$ cat config.mk
export PLATFORM = sky130hd
export DESIGN_NAME = ecpp_core
export DESIGN_NICKNAME = d
export VERILOG_FILES = /design/src/ecpp_pkg.sv /design/src/ecpp_fifo.sv /design/src/ecpp_core.sv
export SDC_FILE = /design/constraint.sdc
export NUM_CORES = 1
export LEC_CHECK = 0
export ABC_CLOCK_PERIOD_IN_PS = 5900
export BUFFER_PORTS_ARGS = -buffer_cell sky130_fd_sc_hd__buf_2
export CORE_UTILIZATION = 50
export DETAILED_ROUTE_END_ITERATION = 8
export PLACE_DENSITY = 0.67
export SLEW_MARGIN = 20
export SYNTH_ARGS = -nofsm -noshare
export SYNTH_HDL_FRONTEND = slang
export SYNTH_SLANG_ARGS = --single-unit
$ cat constraint.sdc
create_clock -name i_clk_sys -period 5.9 [get_ports i_clk_sys]
set_input_delay 0.295 -clock i_clk_sys [delete_from_list [all_inputs] [get_ports i_clk_sys]]
set_output_delay 0.295 -clock i_clk_sys [all_outputs]
set_load 0.05 [all_outputs]
$ cat src/ecpp_pkg.sv
// shared constants and carrier types for the extended parallel port core
package ecpp_pkg;
  // register offsets from the port base
  localparam logic [10:0] OFS_DATA = 11'h000;
  localparam logic [10:0] OFS_STAT = 11'h001;
  localparam logic [10:0] OFS_CTRL = 11'h002;
  localparam logic [10:0] OFS_FIFO = 11'h400;
  localparam logic [10:0] OFS_CFGB = 11'h401;
  localparam logic [10:0] OFS_ECR  = 11'h402;
  // mode codes held in extended control bits 7..5
  localparam logic [2:0] MODE_STD  = 3'h0;
  localparam logic [2:0] MODE_BIDI = 3'h1;
  localparam logic [2:0] MODE_FIFO = 3'h2;
  localparam logic [2:0] MODE_ECP  = 3'h3;
  localparam logic [2:0] MODE_EPP  = 3'h4;
  localparam logic [2:0] MODE_TEST = 3'h6;
  localparam logic [2:0] MODE_CFG  = 3'h7;
  // field positions
  localparam int ECR_MODE_LSB = 5;
  localparam int ECR_DMA_EN   = 3;
  localparam int ECR_SVC      = 2;
  localparam int CTRL_DIR     = 5;
  localparam int CTRL_IRQ_EN  = 4;
  localparam int CTRL_SELIN   = 3;
  localparam int CTRL_INIT    = 2;
  localparam int CTRL_AUTOFD  = 1;
  localparam int CTRL_STROBE  = 0;
  localparam int RLE_CMD_BIT  = 7;
  // reset values and fixed read values
  localparam logic [5:0] CTRL_RST     = 6'h00;
  localparam logic [5:0] ECR_RST      = 6'h01;
  localparam logic [2:0] CFGB_LOW_RST = 3'h7;
  localparam logic [7:0] CFGA_VAL     = 8'h10;
  localparam logic [1:0] CTRL_HI_VAL  = 2'h3;
  localparam logic [2:0] STAT_LO_VAL  = 3'h7;
  // handshake timing
  localparam int CLK_NS      = 10;
  localparam int T_SETUP_NS  = 500;
  localparam int T_STROBE_NS = 500;
  localparam int T_HOLD_NS   = 500;
  localparam int SETUP_CYC   = (T_SETUP_NS + CLK_NS - 1) / CLK_NS;
  localparam int STROBE_CYC  = (T_STROBE_NS + CLK_NS - 1) / CLK_NS;
  localparam int HOLD_CYC    = (T_HOLD_NS + CLK_NS - 1) / CLK_NS;
  localparam int FIFO_BYTES  = 16;
  // status pins from the peripheral
  typedef struct packed {
    logic busy;
    logic acknowledge_in;
    logic paper_error_in;
    logic select;
    logic fault_in;
    logic irq_line;
  } ecpp_stat_s;
  // control pins to the peripheral, at pin level
  typedef struct packed {
    logic strobe_out;
    logic auto_feed_out;
    logic init_out;
    logic select_in_out;
  } ecpp_ctrl_s;
  // fifo word: tag set for an address or run-length byte
  typedef struct packed {
    logic       tag;
    logic [7:0] data;
  } ecpp_word_s;
  // transfer engine, one-hot
  typedef enum logic [5:0] {
    ST_IDLE  = 6'b000001,
    ST_LOAD  = 6'b000010,
    ST_STB   = 6'b000100,
    ST_HOLD  = 6'b001000,
    ST_RPUSH = 6'b010000,
    ST_RACK  = 6'b100000
  } ecpp_state_e;
endpackage

$ cat src/ecpp_fifo.sv
// small synchronous fifo with registered read data
`timescale 1ns/1ps
module ecpp_fifo #(
  parameter int WIDTH = 9,
  parameter int DEPTH = 16
) (
  input  wire logic             i_clk_sys,
  input  wire logic             i_rst,
  input  wire logic             i_ce,
  input  wire logic             i_clear,
  input  wire logic             i_wr_valid,
  output logic                  o_wr_ready,
  input  wire logic [WIDTH-1:0] i_wr_data,
  output logic                  o_rd_valid,
  input  wire logic             i_rd_ready,
  output logic      [WIDTH-1:0] o_rd_data
);
  localparam int AW = $clog2(DEPTH);
  logic [WIDTH-1:0] mem [DEPTH];
  logic [AW-1:0]    wr_ptr_reg;
  logic [AW-1:0]    rd_ptr_reg;
  logic [AW:0]      count_reg;
  logic             push;
  logic             pop;

  // full and empty come straight from the count, so both are exact
  assign o_wr_ready = (count_reg != (AW+1)'(DEPTH));
  assign o_rd_valid = (count_reg != '0);
  assign push       = i_wr_valid && o_wr_ready;
  assign pop        = i_rd_ready && o_rd_valid;

  // storage has no reset, it is cheaper and its content is never read stale
  always_ff @(posedge i_clk_sys) begin
    if (i_ce && push) begin
      mem[wr_ptr_reg] <= i_wr_data;
    end
  end

  // pointers and count; clear drops everything held
  always_ff @(posedge i_clk_sys or posedge i_rst) begin
    if (i_rst) begin
      wr_ptr_reg <= '0;
      rd_ptr_reg <= '0;
      count_reg  <= '0;
    end else if (i_ce) begin
      if (i_clear) begin
        wr_ptr_reg <= '0;
        rd_ptr_reg <= '0;
        count_reg  <= '0;
      end else begin
        if (push) wr_ptr_reg <= wr_ptr_reg + 1'b1;
        if (pop) rd_ptr_reg <= rd_ptr_reg + 1'b1;
        count_reg <= count_reg + (AW+1)'(push) - (AW+1)'(pop);
      end
    end
  end

  // read word lands one cycle after the pop
  always_ff @(posedge i_clk_sys or posedge i_rst) begin
    if (i_rst) begin
      o_rd_data <= '0;
    end else if (i_ce && pop) begin
      o_rd_data <= mem[rd_ptr_reg];
    end
  end
endmodule

$ cat src/ecpp_core.sv
// extended capabilities parallel port: registers, shared fifo and transfer engine
`timescale 1ns/1ps
module ecpp_core #(
  parameter int FIFO_DEPTH = ecpp_pkg::FIFO_BYTES
) (
  input  wire logic               i_clk_sys,
  input  wire logic               i_rst,
  input  wire logic               i_ce,
  input  wire logic [10:0]        i_io_addr,
  input  wire logic               i_io_wr,
  input  wire logic               i_io_rd,
  input  wire logic [7:0]         i_io_wdata,
  output logic      [7:0]         o_io_rdata,
  output logic                    o_io_rvalid,
  output logic                    o_dma_req,
  input  wire logic               i_dma_wr,
  input  wire logic               i_dma_rd,
  input  wire logic               i_dma_tc,
  input  wire logic               i_epp_option,
  input  wire logic [2:0]         i_irq_select,
  input  wire ecpp_pkg::ecpp_stat_s i_stat,
  input  wire logic [7:0]         i_pd,
  output logic      [7:0]         o_pd,
  output logic                    o_pd_oe_n,
  output ecpp_pkg::ecpp_ctrl_s    o_ctrl,
  output logic                    o_ack_irq,
  output logic                    o_epp_active
);
  import ecpp_pkg::*;

  ecpp_stat_s  stat_s1_reg, stat_reg;
  logic [7:0]  pd_s1_reg, pd_reg;
  logic [7:0]  data_reg;
  logic [5:0]  ctrl_reg;
  logic [5:0]  ecr_reg;
  logic [2:0]  cfgb_low_reg;
  logic [2:0]  mode;
  logic        dir_in;
  logic        auto_fwd, auto_rev, fifo_mode;
  logic        rd_pend_reg;
  logic [10:0] rd_addr_reg;
  logic        ack_prev_reg;
  ecpp_state_e state_reg;
  logic [7:0]  timer_reg;
  logic [7:0]  byte_reg;
  logic        tag_reg;
  logic [6:0]  rep_reg, rle_reg;
  logic        host_fifo_wr, host_fifo_rd, host_push, host_pop;
  logic        eng_pop, eng_push;
  logic        f_wr_ready, f_rd_valid;
  ecpp_word_s  f_wr_word, f_rd_word;
  logic [7:0]  rd_mux;

  assign mode   = ecr_reg[5:3];
  // modes 000 and 010 always drive, every other mode obeys the bit
  assign dir_in = ctrl_reg[CTRL_DIR] && (mode != MODE_STD) && (mode != MODE_FIFO);
  // reserved 101 falls outside both automatic cases, so it acts like bidirectional
  assign auto_fwd  = (mode == MODE_FIFO) || (mode == MODE_ECP && !dir_in);
  assign auto_rev  = (mode == MODE_ECP) && dir_in;
  assign fifo_mode = (mode == MODE_FIFO) || (mode == MODE_ECP) || (mode == MODE_TEST);

  // two-flop synchronisers on every pin input
  always_ff @(posedge i_clk_sys or posedge i_rst) begin
    if (i_rst) begin
      stat_s1_reg <= '0;
      stat_reg    <= '0;
      pd_s1_reg   <= '0;
      pd_reg      <= '0;
    end else if (i_ce) begin
      stat_s1_reg <= i_stat;
      stat_reg    <= stat_s1_reg;
      pd_s1_reg   <= i_pd;
      pd_reg      <= pd_s1_reg;
    end
  end

  // host fifo writes at 0x400 in fifo-bearing modes except reverse ecp, reads pop only in reverse ecp and test; dma pulses alike
  assign host_fifo_wr = (i_io_wr && i_io_addr == OFS_FIFO && fifo_mode && !auto_rev)
                      || (i_dma_wr && fifo_mode && !auto_rev);
  assign host_push    = host_fifo_wr
                      || (i_io_wr && i_io_addr == OFS_DATA && mode == MODE_ECP && !dir_in);
  assign host_fifo_rd = (i_io_rd && i_io_addr == OFS_FIFO) || i_dma_rd;
  assign host_pop     = host_fifo_rd && (auto_rev || mode == MODE_TEST);

  // one shared store for every fifo view; the engine owns it in automatic modes
  assign f_wr_word.tag  = eng_push ? 1'b0 : (i_io_addr == OFS_DATA && !i_dma_wr);
  assign f_wr_word.data = eng_push ? byte_reg : i_io_wdata;
  ecpp_fifo #(
    .WIDTH ($bits(ecpp_word_s)),
    .DEPTH (FIFO_DEPTH)
  ) u_fifo (
    .i_clk_sys  (i_clk_sys),
    .i_rst      (i_rst),
    .i_ce       (i_ce),
    .i_clear    (mode == MODE_STD),
    .i_wr_valid (eng_push || host_push),
    .o_wr_ready (f_wr_ready),
    .i_wr_data  (f_wr_word),
    .o_rd_valid (f_rd_valid),
    .i_rd_ready (eng_pop || host_pop),
    .o_rd_data  (f_rd_word)
  );

  // data latch takes writes to offset 0 outside ecp mode
  always_ff @(posedge i_clk_sys or posedge i_rst) begin
    if (i_rst) begin
      data_reg <= '0;
    end else if (i_ce && i_io_wr && i_io_addr == OFS_DATA && mode != MODE_ECP) begin
      data_reg <= i_io_wdata;
    end
  end

  // control register keeps only bits 5..0; the top two are constants
  always_ff @(posedge i_clk_sys or posedge i_rst) begin
    if (i_rst) begin
      ctrl_reg <= CTRL_RST;
    end else if (i_ce && i_io_wr && i_io_addr == OFS_CTRL) begin
      ctrl_reg <= i_io_wdata[5:0];
    end
  end

  // extended control: mode, fault irq enable, dma enable, service bit
  // terminal count with dma enabled sets the service bit and wins over a write that clears it
  always_ff @(posedge i_clk_sys or posedge i_rst) begin
    if (i_rst) begin
      ecr_reg <= ECR_RST;
    end else if (i_ce) begin
      if (i_io_wr && i_io_addr == OFS_ECR) begin
        ecr_reg <= i_io_wdata[7:2];
      end
      if (i_dma_tc && ecr_reg[ECR_DMA_EN-2]) begin
        ecr_reg[ECR_SVC-2] <= 1'b1;
      end
    end
  end

  // configuration b low bits are plain storage
  always_ff @(posedge i_clk_sys or posedge i_rst) begin
    if (i_rst) begin
      cfgb_low_reg <= CFGB_LOW_RST;
    end else if (i_ce && i_io_wr && i_io_addr == OFS_CFGB && mode == MODE_CFG) begin
      cfgb_low_reg <= i_io_wdata[2:0];
    end
  end

  // read decode; fifo data is valid one cycle after the pop, hence the delay
  always_comb begin
    rd_mux = 8'hff;
    case (rd_addr_reg)
      OFS_DATA: rd_mux = (mode == MODE_ECP) ? 8'hff : pd_reg;
      OFS_STAT: rd_mux = {~stat_reg.busy, stat_reg.acknowledge_in, stat_reg.paper_error_in,
                          stat_reg.select, stat_reg.fault_in, STAT_LO_VAL};
      OFS_CTRL: rd_mux = {CTRL_HI_VAL, ctrl_reg};
      OFS_FIFO: rd_mux = (mode == MODE_CFG) ? CFGA_VAL : f_rd_word.data;
      OFS_CFGB: rd_mux = (mode == MODE_CFG) ?
                         {1'b0, stat_reg.irq_line, i_irq_select, cfgb_low_reg} : 8'hff;
      OFS_ECR:  rd_mux = {ecr_reg, ~f_wr_ready, ~f_rd_valid};
      default:  rd_mux = 8'hff;
    endcase
  end

  // read answer two cycles after the strobe
  always_ff @(posedge i_clk_sys or posedge i_rst) begin
    if (i_rst) begin
      rd_pend_reg <= 1'b0;
      rd_addr_reg <= '0;
      o_io_rdata  <= '0;
      o_io_rvalid <= 1'b0;
    end else if (i_ce) begin
      rd_pend_reg <= i_io_rd || i_dma_rd;
      rd_addr_reg <= i_dma_rd ? OFS_FIFO : i_io_addr;
      o_io_rvalid <= rd_pend_reg;
      if (rd_pend_reg) o_io_rdata <= rd_mux;
    end
  end

  // dma request: fill while room forward, drain while data in reverse
  always_ff @(posedge i_clk_sys or posedge i_rst) begin
    if (i_rst) begin
      o_dma_req <= 1'b0;
    end else if (i_ce) begin
      o_dma_req <= ecr_reg[ECR_DMA_EN-2] && !ecr_reg[ECR_SVC-2] && fifo_mode
                   && (dir_in ? f_rd_valid : f_wr_ready);
    end
  end

  // acknowledge rising edge gives a one-cycle interrupt request
  always_ff @(posedge i_clk_sys or posedge i_rst) begin
    if (i_rst) begin
      ack_prev_reg <= 1'b0;
      o_ack_irq    <= 1'b0;
    end else if (i_ce) begin
      ack_prev_reg <= stat_reg.acknowledge_in;
      o_ack_irq    <= ctrl_reg[CTRL_IRQ_EN] && stat_reg.acknowledge_in && !ack_prev_reg;
    end
  end

  // epp cycles themselves live elsewhere; this only grants them
  always_ff @(posedge i_clk_sys or posedge i_rst) begin
    if (i_rst) begin
      o_epp_active <= 1'b0;
    end else if (i_ce) begin
      o_epp_active <= (mode == MODE_EPP) && i_epp_option;
    end
  end

  assign eng_pop  = (state_reg == ST_IDLE) && auto_fwd && f_rd_valid && !stat_reg.busy;
  assign eng_push = (state_reg == ST_RPUSH) && f_wr_ready;

  // transfer engine; leaving the automatic modes drops it back to idle
  // a byte already popped is lost on such a switch, software must drain first
  always_ff @(posedge i_clk_sys or posedge i_rst) begin
    if (i_rst) begin
      state_reg <= ST_IDLE;
      timer_reg <= '0;
      byte_reg  <= '0;
      tag_reg   <= 1'b0;
      rep_reg   <= '0;
      rle_reg   <= '0;
    end else if (i_ce) begin
      if (timer_reg != '0) timer_reg <= timer_reg - 1'b1;
      case (state_reg)
        ST_IDLE: begin
          if (eng_pop) begin
            state_reg <= ST_LOAD;
          end else if (auto_rev && !stat_reg.acknowledge_in) begin
            byte_reg <= pd_reg;
            rep_reg  <= rle_reg;
            rle_reg  <= '0;
            // command phase with bit 7 clear carries a repeat count
            if (!stat_reg.busy) begin
              if (!pd_reg[RLE_CMD_BIT]) rle_reg <= pd_reg[6:0];
              state_reg <= ST_RACK;
            end else begin
              state_reg <= ST_RPUSH;
            end
          end
        end
        ST_LOAD: begin
          byte_reg  <= f_rd_word.data;
          tag_reg   <= f_rd_word.tag;
          timer_reg <= 8'(SETUP_CYC);
          state_reg <= ST_STB;
        end
        ST_STB: begin
          // strobe starts after setup; ecp also waits for the peripheral ack
          if (timer_reg == '0 && (mode == MODE_FIFO || stat_reg.busy)) begin
            timer_reg <= 8'(HOLD_CYC);
            state_reg <= ST_HOLD;
          end
        end
        ST_HOLD: begin
          if (timer_reg == '0 && !stat_reg.busy) state_reg <= ST_IDLE;
        end
        ST_RPUSH: begin
          // back-pressure: stays here while the fifo is full
          if (f_wr_ready) begin
            if (rep_reg == '0) state_reg <= ST_RACK;
            else rep_reg <= rep_reg - 1'b1;
          end
        end
        ST_RACK: begin
          if (stat_reg.acknowledge_in) state_reg <= ST_IDLE;
        end
        default: state_reg <= ST_IDLE;
      endcase
      if (!auto_fwd && !auto_rev) state_reg <= ST_IDLE;
    end
  end

  // pins: in the automatic forward modes strobe is low in the cycle after each one the engine spends in the strobe state with setup run out
  always_ff @(posedge i_clk_sys or posedge i_rst) begin
    if (i_rst) begin
      o_ctrl    <= '1;
      o_pd      <= '0;
      o_pd_oe_n <= 1'b0;
    end else if (i_ce) begin
      o_ctrl.init_out      <= ctrl_reg[CTRL_INIT];
      o_ctrl.select_in_out <= ~ctrl_reg[CTRL_SELIN];
      if (auto_fwd) begin
        o_ctrl.strobe_out    <= !(state_reg == ST_STB && timer_reg == '0);
        o_ctrl.auto_feed_out <= !(mode == MODE_ECP && tag_reg);
      end else if (auto_rev) begin
        o_ctrl.strobe_out    <= 1'b1;
        o_ctrl.auto_feed_out <= (state_reg == ST_RACK || state_reg == ST_RPUSH);
      end else begin
        o_ctrl.strobe_out    <= ~ctrl_reg[CTRL_STROBE];
        o_ctrl.auto_feed_out <= ~ctrl_reg[CTRL_AUTOFD];
      end
      o_pd      <= auto_fwd ? byte_reg : data_reg;
      o_pd_oe_n <= dir_in;
    end
  end

  property p_stat_low;
    @(posedge i_clk_sys) disable iff (i_rst || !i_ce)
      (i_io_rd && i_io_addr == OFS_STAT) |-> ##2 (o_io_rvalid && o_io_rdata[2:0] == 3'h7);
  endproperty
  a_stat_low: assert property (p_stat_low) else $error("status low bits not one");

  property p_ctrl_hi;
    @(posedge i_clk_sys) disable iff (i_rst || !i_ce)
      (i_io_rd && i_io_addr == OFS_CTRL) |-> ##2 (o_io_rdata[7:6] == 2'h3);
  endproperty
  a_ctrl_hi: assert property (p_ctrl_hi) else $error("control top bits not one");

  property p_cfga;
    @(posedge i_clk_sys) disable iff (i_rst || !i_ce)
      (i_io_rd && i_io_addr == OFS_FIFO && mode == MODE_CFG && !i_io_wr)
        |=> (mode != MODE_CFG) or ##1 (o_io_rdata == 8'h10);
  endproperty
  a_cfga: assert property (p_cfga) else $error("configuration a not 10h");

  property p_cfgb7;
    @(posedge i_clk_sys) disable iff (i_rst || !i_ce)
      (i_io_rd && i_io_addr == OFS_CFGB && mode == MODE_CFG && !i_io_wr)
        |-> ##2 (!o_io_rdata[7] && o_io_rdata[5:3] == $past(i_irq_select, 1));
  endproperty
  a_cfgb7: assert property (p_cfgb7) else $error("configuration b fields wrong");

  property p_std_clear;
    @(posedge i_clk_sys) disable iff (i_rst || !i_ce)
      (mode == MODE_STD) |=> !f_rd_valid;
  endproperty
  a_std_clear: assert property (p_std_clear) else $error("fifo not emptied in mode 000");

  property p_dir_fixed;
    @(posedge i_clk_sys) disable iff (i_rst || !i_ce)
      (mode == MODE_STD || mode == MODE_FIFO) |=> !o_pd_oe_n;
  endproperty
  a_dir_fixed: assert property (p_dir_fixed) else $error("data lines not driven");

  property p_ack_irq;
    @(posedge i_clk_sys) disable iff (i_rst || !i_ce)
      (ctrl_reg[CTRL_IRQ_EN] && $rose(stat_reg.acknowledge_in)) |=> o_ack_irq;
  endproperty
  a_ack_irq: assert property (p_ack_irq) else $error("ack edge lost");

  property p_test_quiet;
    @(posedge i_clk_sys) disable iff (i_rst || !i_ce)
      (mode == MODE_TEST) [*2] |=> (state_reg == ST_IDLE && o_ctrl.strobe_out == !$past(ctrl_reg[0], 1));
  endproperty
  a_test_quiet: assert property (p_test_quiet) else $error("handshake in test mode");

  property p_empty_flag;
    @(posedge i_clk_sys) disable iff (i_rst || !i_ce)
      (i_io_rd && i_io_addr == OFS_ECR && mode == MODE_STD && !i_io_wr) |-> ##2 o_io_rdata[0];
  endproperty
  a_empty_flag: assert property (p_empty_flag) else $error("empty flag clear in mode 000");
endmodule

==> flow_metrics.env <==
export IMPL_outcome="finished, final reports clean"
export IMPL_synth_enable_flop_cells=144
export IMPL_maximum_number_of_pins_on_one_net_before_global_route_repair=81
export IMPL_finalSetupTns_ns=0
export IMPL_critical_path_required_ns=6.38
export IMPL_core_area_um2=26060
export IMPL_flow_area_growth_from_synthesis_pct=14.50
export IMPL_synth_ff_latch_count=292
export IMPL_drive_above_1_share_pct=26.95
export IMPL_synthesis_instances=970
export IMPL_worstPathBufferInverterCount=3
export IMPL_grt_pass1_wl_um=47740
export IMPL_worst_hold_path_num_cells=3
export IMPL_final_area_um2=15220
export IMPL_timing_max_cap_violations=0
export IMPL_cts_clk_slew_worst_paths_ns=0.06
export IMPL_finish_net_count=1113
export IMPL_cts_tree="done"
export IMPL_worst_hold_path_endpoint="rd_addr_reg[5]$_DFFE_PP0P_"
export IMPL_pwr_cell_area_nw_per_um2=313.1
export IMPL_grt_setup_unrepaired="false"
export IMPL_total_power_mw=4.765
export IMPL_syn_mean_instance_area_um2=13.70
export IMPL_report_final_hold_viol_count=0
export IMPL_seq_area_um2=8040
export IMPL_worst_skew_pair_late_latency_ns=0.57
export IMPL_dieHeight_um=165.0
export IMPL_initial_utilization_pct=51.00
export IMPL_path_max_fanout=6
export IMPL_post_detail_place_hpwl_um=20930
export IMPL_postSynthNetCount=1031
export IMPL_drt_drc_violations_left=0
export IMPL_path_delay_family="simple AND/OR/NAND/NOR gates"
export IMPL_floorplan_die_area_um2=27240
export IMPL_setup_failing_eps_final=0
export IMPL_yosys_warnings=0
export IMPL_routabilityCongestion=0.9150
export IMPL_clockBufferDepth=3
export IMPL_layout_cells_most_common="edfxtp_1"
export IMPL_rr_startpoint="u_fifo.count_reg[3]$_DFFE_PP0P_"
export IMPL_detailed_place_area_um2=13980
export IMPL_post_route_min_period_ns=3.873
export IMPL_ys_flop_type="edfxtp_1"
export IMPL_grt_pass1_vias=8102
export IMPL_reg2regPathDepth=16
export IMPL_cts_buffers=30
export IMPL_post_drt_wl_per_cell_um=22.17
export IMPL_crit_path_end_kind="flop"
export IMPL_crit_path_top_delay_cell="nor4b_2"
export IMPL_timing_max_slew_rel_slack_pct=22.31
export IMPL_share_of_synthesized_area_occupied_by_flip_flops_and_latches_pct=60.49
export IMPL_drt_total_wl_um=31290
export IMPL_hp_start="i_io_addr[5]"
export IMPL_irDropWorstVdd_mv=0.2845
export IMPL_tightest_slew_ns=1.161
export IMPL_floorplan_io_pins=70
export IMPL_timing_clock_skew_ns=0.01645
export IMPL_clock_sinks=292
export IMPL_fin_worst_hold_slack_ns=0.01445
export IMPL_synth_async_reset_ratio_pct=50.68
export IMPL_die_w_um=165.0
export IMPL_min_period_over_period_pct=65.65
export IMPL_detailedRoute_firstIterationViolations=710
export IMPL_total_leakage_power_nw=5.846
export IMPL_detailroute_via_count=8408
export IMPL_multiInputGateArea_um2=4956
export IMPL_placementRows=59
export IMPL_r2r_end="u_fifo.count_reg[4]$_DFFE_PP0P_"
export IMPL_finalMaxSlewViolations=0
export IMPL_global_route_overflow_total=0
export IMPL_max_ffs_per_register=144
export IMPL_groute_usage_overall_pct=23.43
export IMPL_fill_cells=2047
export IMPL_worstSetupPathType="reg2reg"
export IMPL_max_freq_mhz=258.2
export IMPL_holdCritPathClass="in2reg"
export IMPL_antenna_fix_cells=0
export IMPL_setup_crit_start_kind="flop"
export IMPL_synth_cell_type_count=81
export IMPL_mappedNetlistArea_um2=13290
export IMPL_cpPeakStageDelay_ns=0.51
export IMPL_postRouteAntennaNets=0
export IMPL_detail_route_vias_per_cell=5.959
export IMPL_root_buffer="clkbuf_16"
export IMPL_post_cts_resize_count=0
export IMPL_critical_path_arrival_ns=4.35
export IMPL_detail_route_first_pass_iterations=5
export IMPL_cts_htree_levels=1
export IMPL_worst_r2r_setup_slack_ns=2.03
export IMPL_worstPathCellList="inv_1 -> ha_1 -> nor4b_2 -> nand3b_1 -> nor2_4 -> or2_2 -> ha_1 -> inv_1 -> ha_1 -> inv_1 -> fa_1 -> nand2b_1 -> a21oi_1 -> nor3_1 -> o31a_1 -> o21ai_0"
export IMPL_port_buffers=69
export IMPL_mostFrequentLayoutCells="edfxtp_1, dfrtp_1, nand2_1"
export IMPL_initial_antenna_violation_count=0
[routing by layer]
layer,global-route usage (%),part of all wire (%),up-vias
li1,-,-,3855
met1,32.64,44,4225
met2,37.18,47,260
met3,3.114,4.7,68
met4,9.633,4.1,0
met5,0,0,-
[logic make-up after synthesis]
| kind of cell | synth area share, % |
|---|---|
| multiplexers | 15.94 |
| AO/OA/AOI/OAI | 8.671 |
| AND/OR/NAND/NOR | 10.40 |
| flip-flops | 60.49 |
| buffers and inverters | 2.608 |
| XOR/XNOR | 0.3296 |
| adder cells (fa/ha/maj) | 1.563 |
[power by group]
group / switching [mW] / internal, mW / total [mW]
Sequential: 0.100 / 2.23 / 2.33
Combinational: 0.293 / 0.201 / 0.494
Clock: 0.793 / 1.15 / 1.94
[tightest hold or removal path, cell delays in order]
cell,delay [ns]
buf_2,0.11
nand2_1,0.07
o2bb2ai_1,0.06
[metrics by stage]
step	instances	util (%)	worst slack [ns]
final	1411	58.40	2.027
after global routing	1411	58.40	1.697
after CTS	1411	58.35	2.053
after detailed placement	1335	53.64	2.092
after global placement	1335	53.61	2.181
after floorplan	970	-	1.640
[timing repair]
item                                    in CTS  in global routing
hold buffers                                20                  0
endpoints found under the setup margin       0                  0
endpoints found under the hold margin       93                  0
setup buffers                                0                  0
[area by class of cell]
cell class | count | area share [%]
Clock inverter | 18 | 1.422
Multi-Input combinational cell | 595 | 32.57
Clock buffer | 38 | 5.328
Timing Repair Buffer | 104 | 4.341
Tap cell | 335 | 2.754
Inverter | 29 | 0.7482
Sequential cell | 292 | 52.84
[synth_stat cells, drive strengths merged, types with 6 or more instances]
master / number / area share, %
o31ai: 7 / 0.40
nand2: 86 / 2.5
a22oi: 6 / 0.34
nand3: 19 / 0.72
mux4: 45 / 7.6
buf: 23 / 0.91
nor3b: 7 / 0.43
nor2: 47 / 1.4
o21ai: 63 / 2.4
mux2i: 23 / 1.7
nand2b: 12 / 0.56
nor4b: 7 / 0.51
edfxtp: 144 / 33
inv: 29 / 0.82
ha: 15 / 1.4
mux2: 75 / 6.6
a21oi: 32 / 1.2
o2bb2ai: 12 / 0.79
nand4: 8 / 0.38
nor3: 23 / 0.98
dfrtp: 139 / 26
dfstp: 9 / 1.8
clkbuf: 31 / 0.88
o32a: 6 / 0.45
nor4: 10 / 0.72
o211ai: 9 / 0.55
[how the worst max path moves through the flow]
stage,from,to,slack (ns),depth (start not counted)
floorplan,i_rst,ack_prev_reg$_DFFE_PP0P_,1.64,1
global placement,u_fifo.count_reg[3]$_DFFE_PP0P_,u_fifo.count_reg[4]$_DFFE_PP0P_,2.18,16
detailed placement,u_fifo.count_reg[3]$_DFFE_PP0P_,u_fifo.count_reg[4]$_DFFE_PP0P_,2.09,16
CTS,u_fifo.count_reg[3]$_DFFE_PP0P_,u_fifo.count_reg[4]$_DFFE_PP0P_,2.05,16
global route,u_fifo.count_reg[3]$_DFFE_PP0P_,u_fifo.count_reg[4]$_DFFE_PP0P_,1.70,16
finish,u_fifo.count_reg[3]$_DFFE_PP0P_,u_fifo.count_reg[4]$_DFFE_PP0P_,2.03,16
Note: power is estimated with default switching activity, not from simulation.
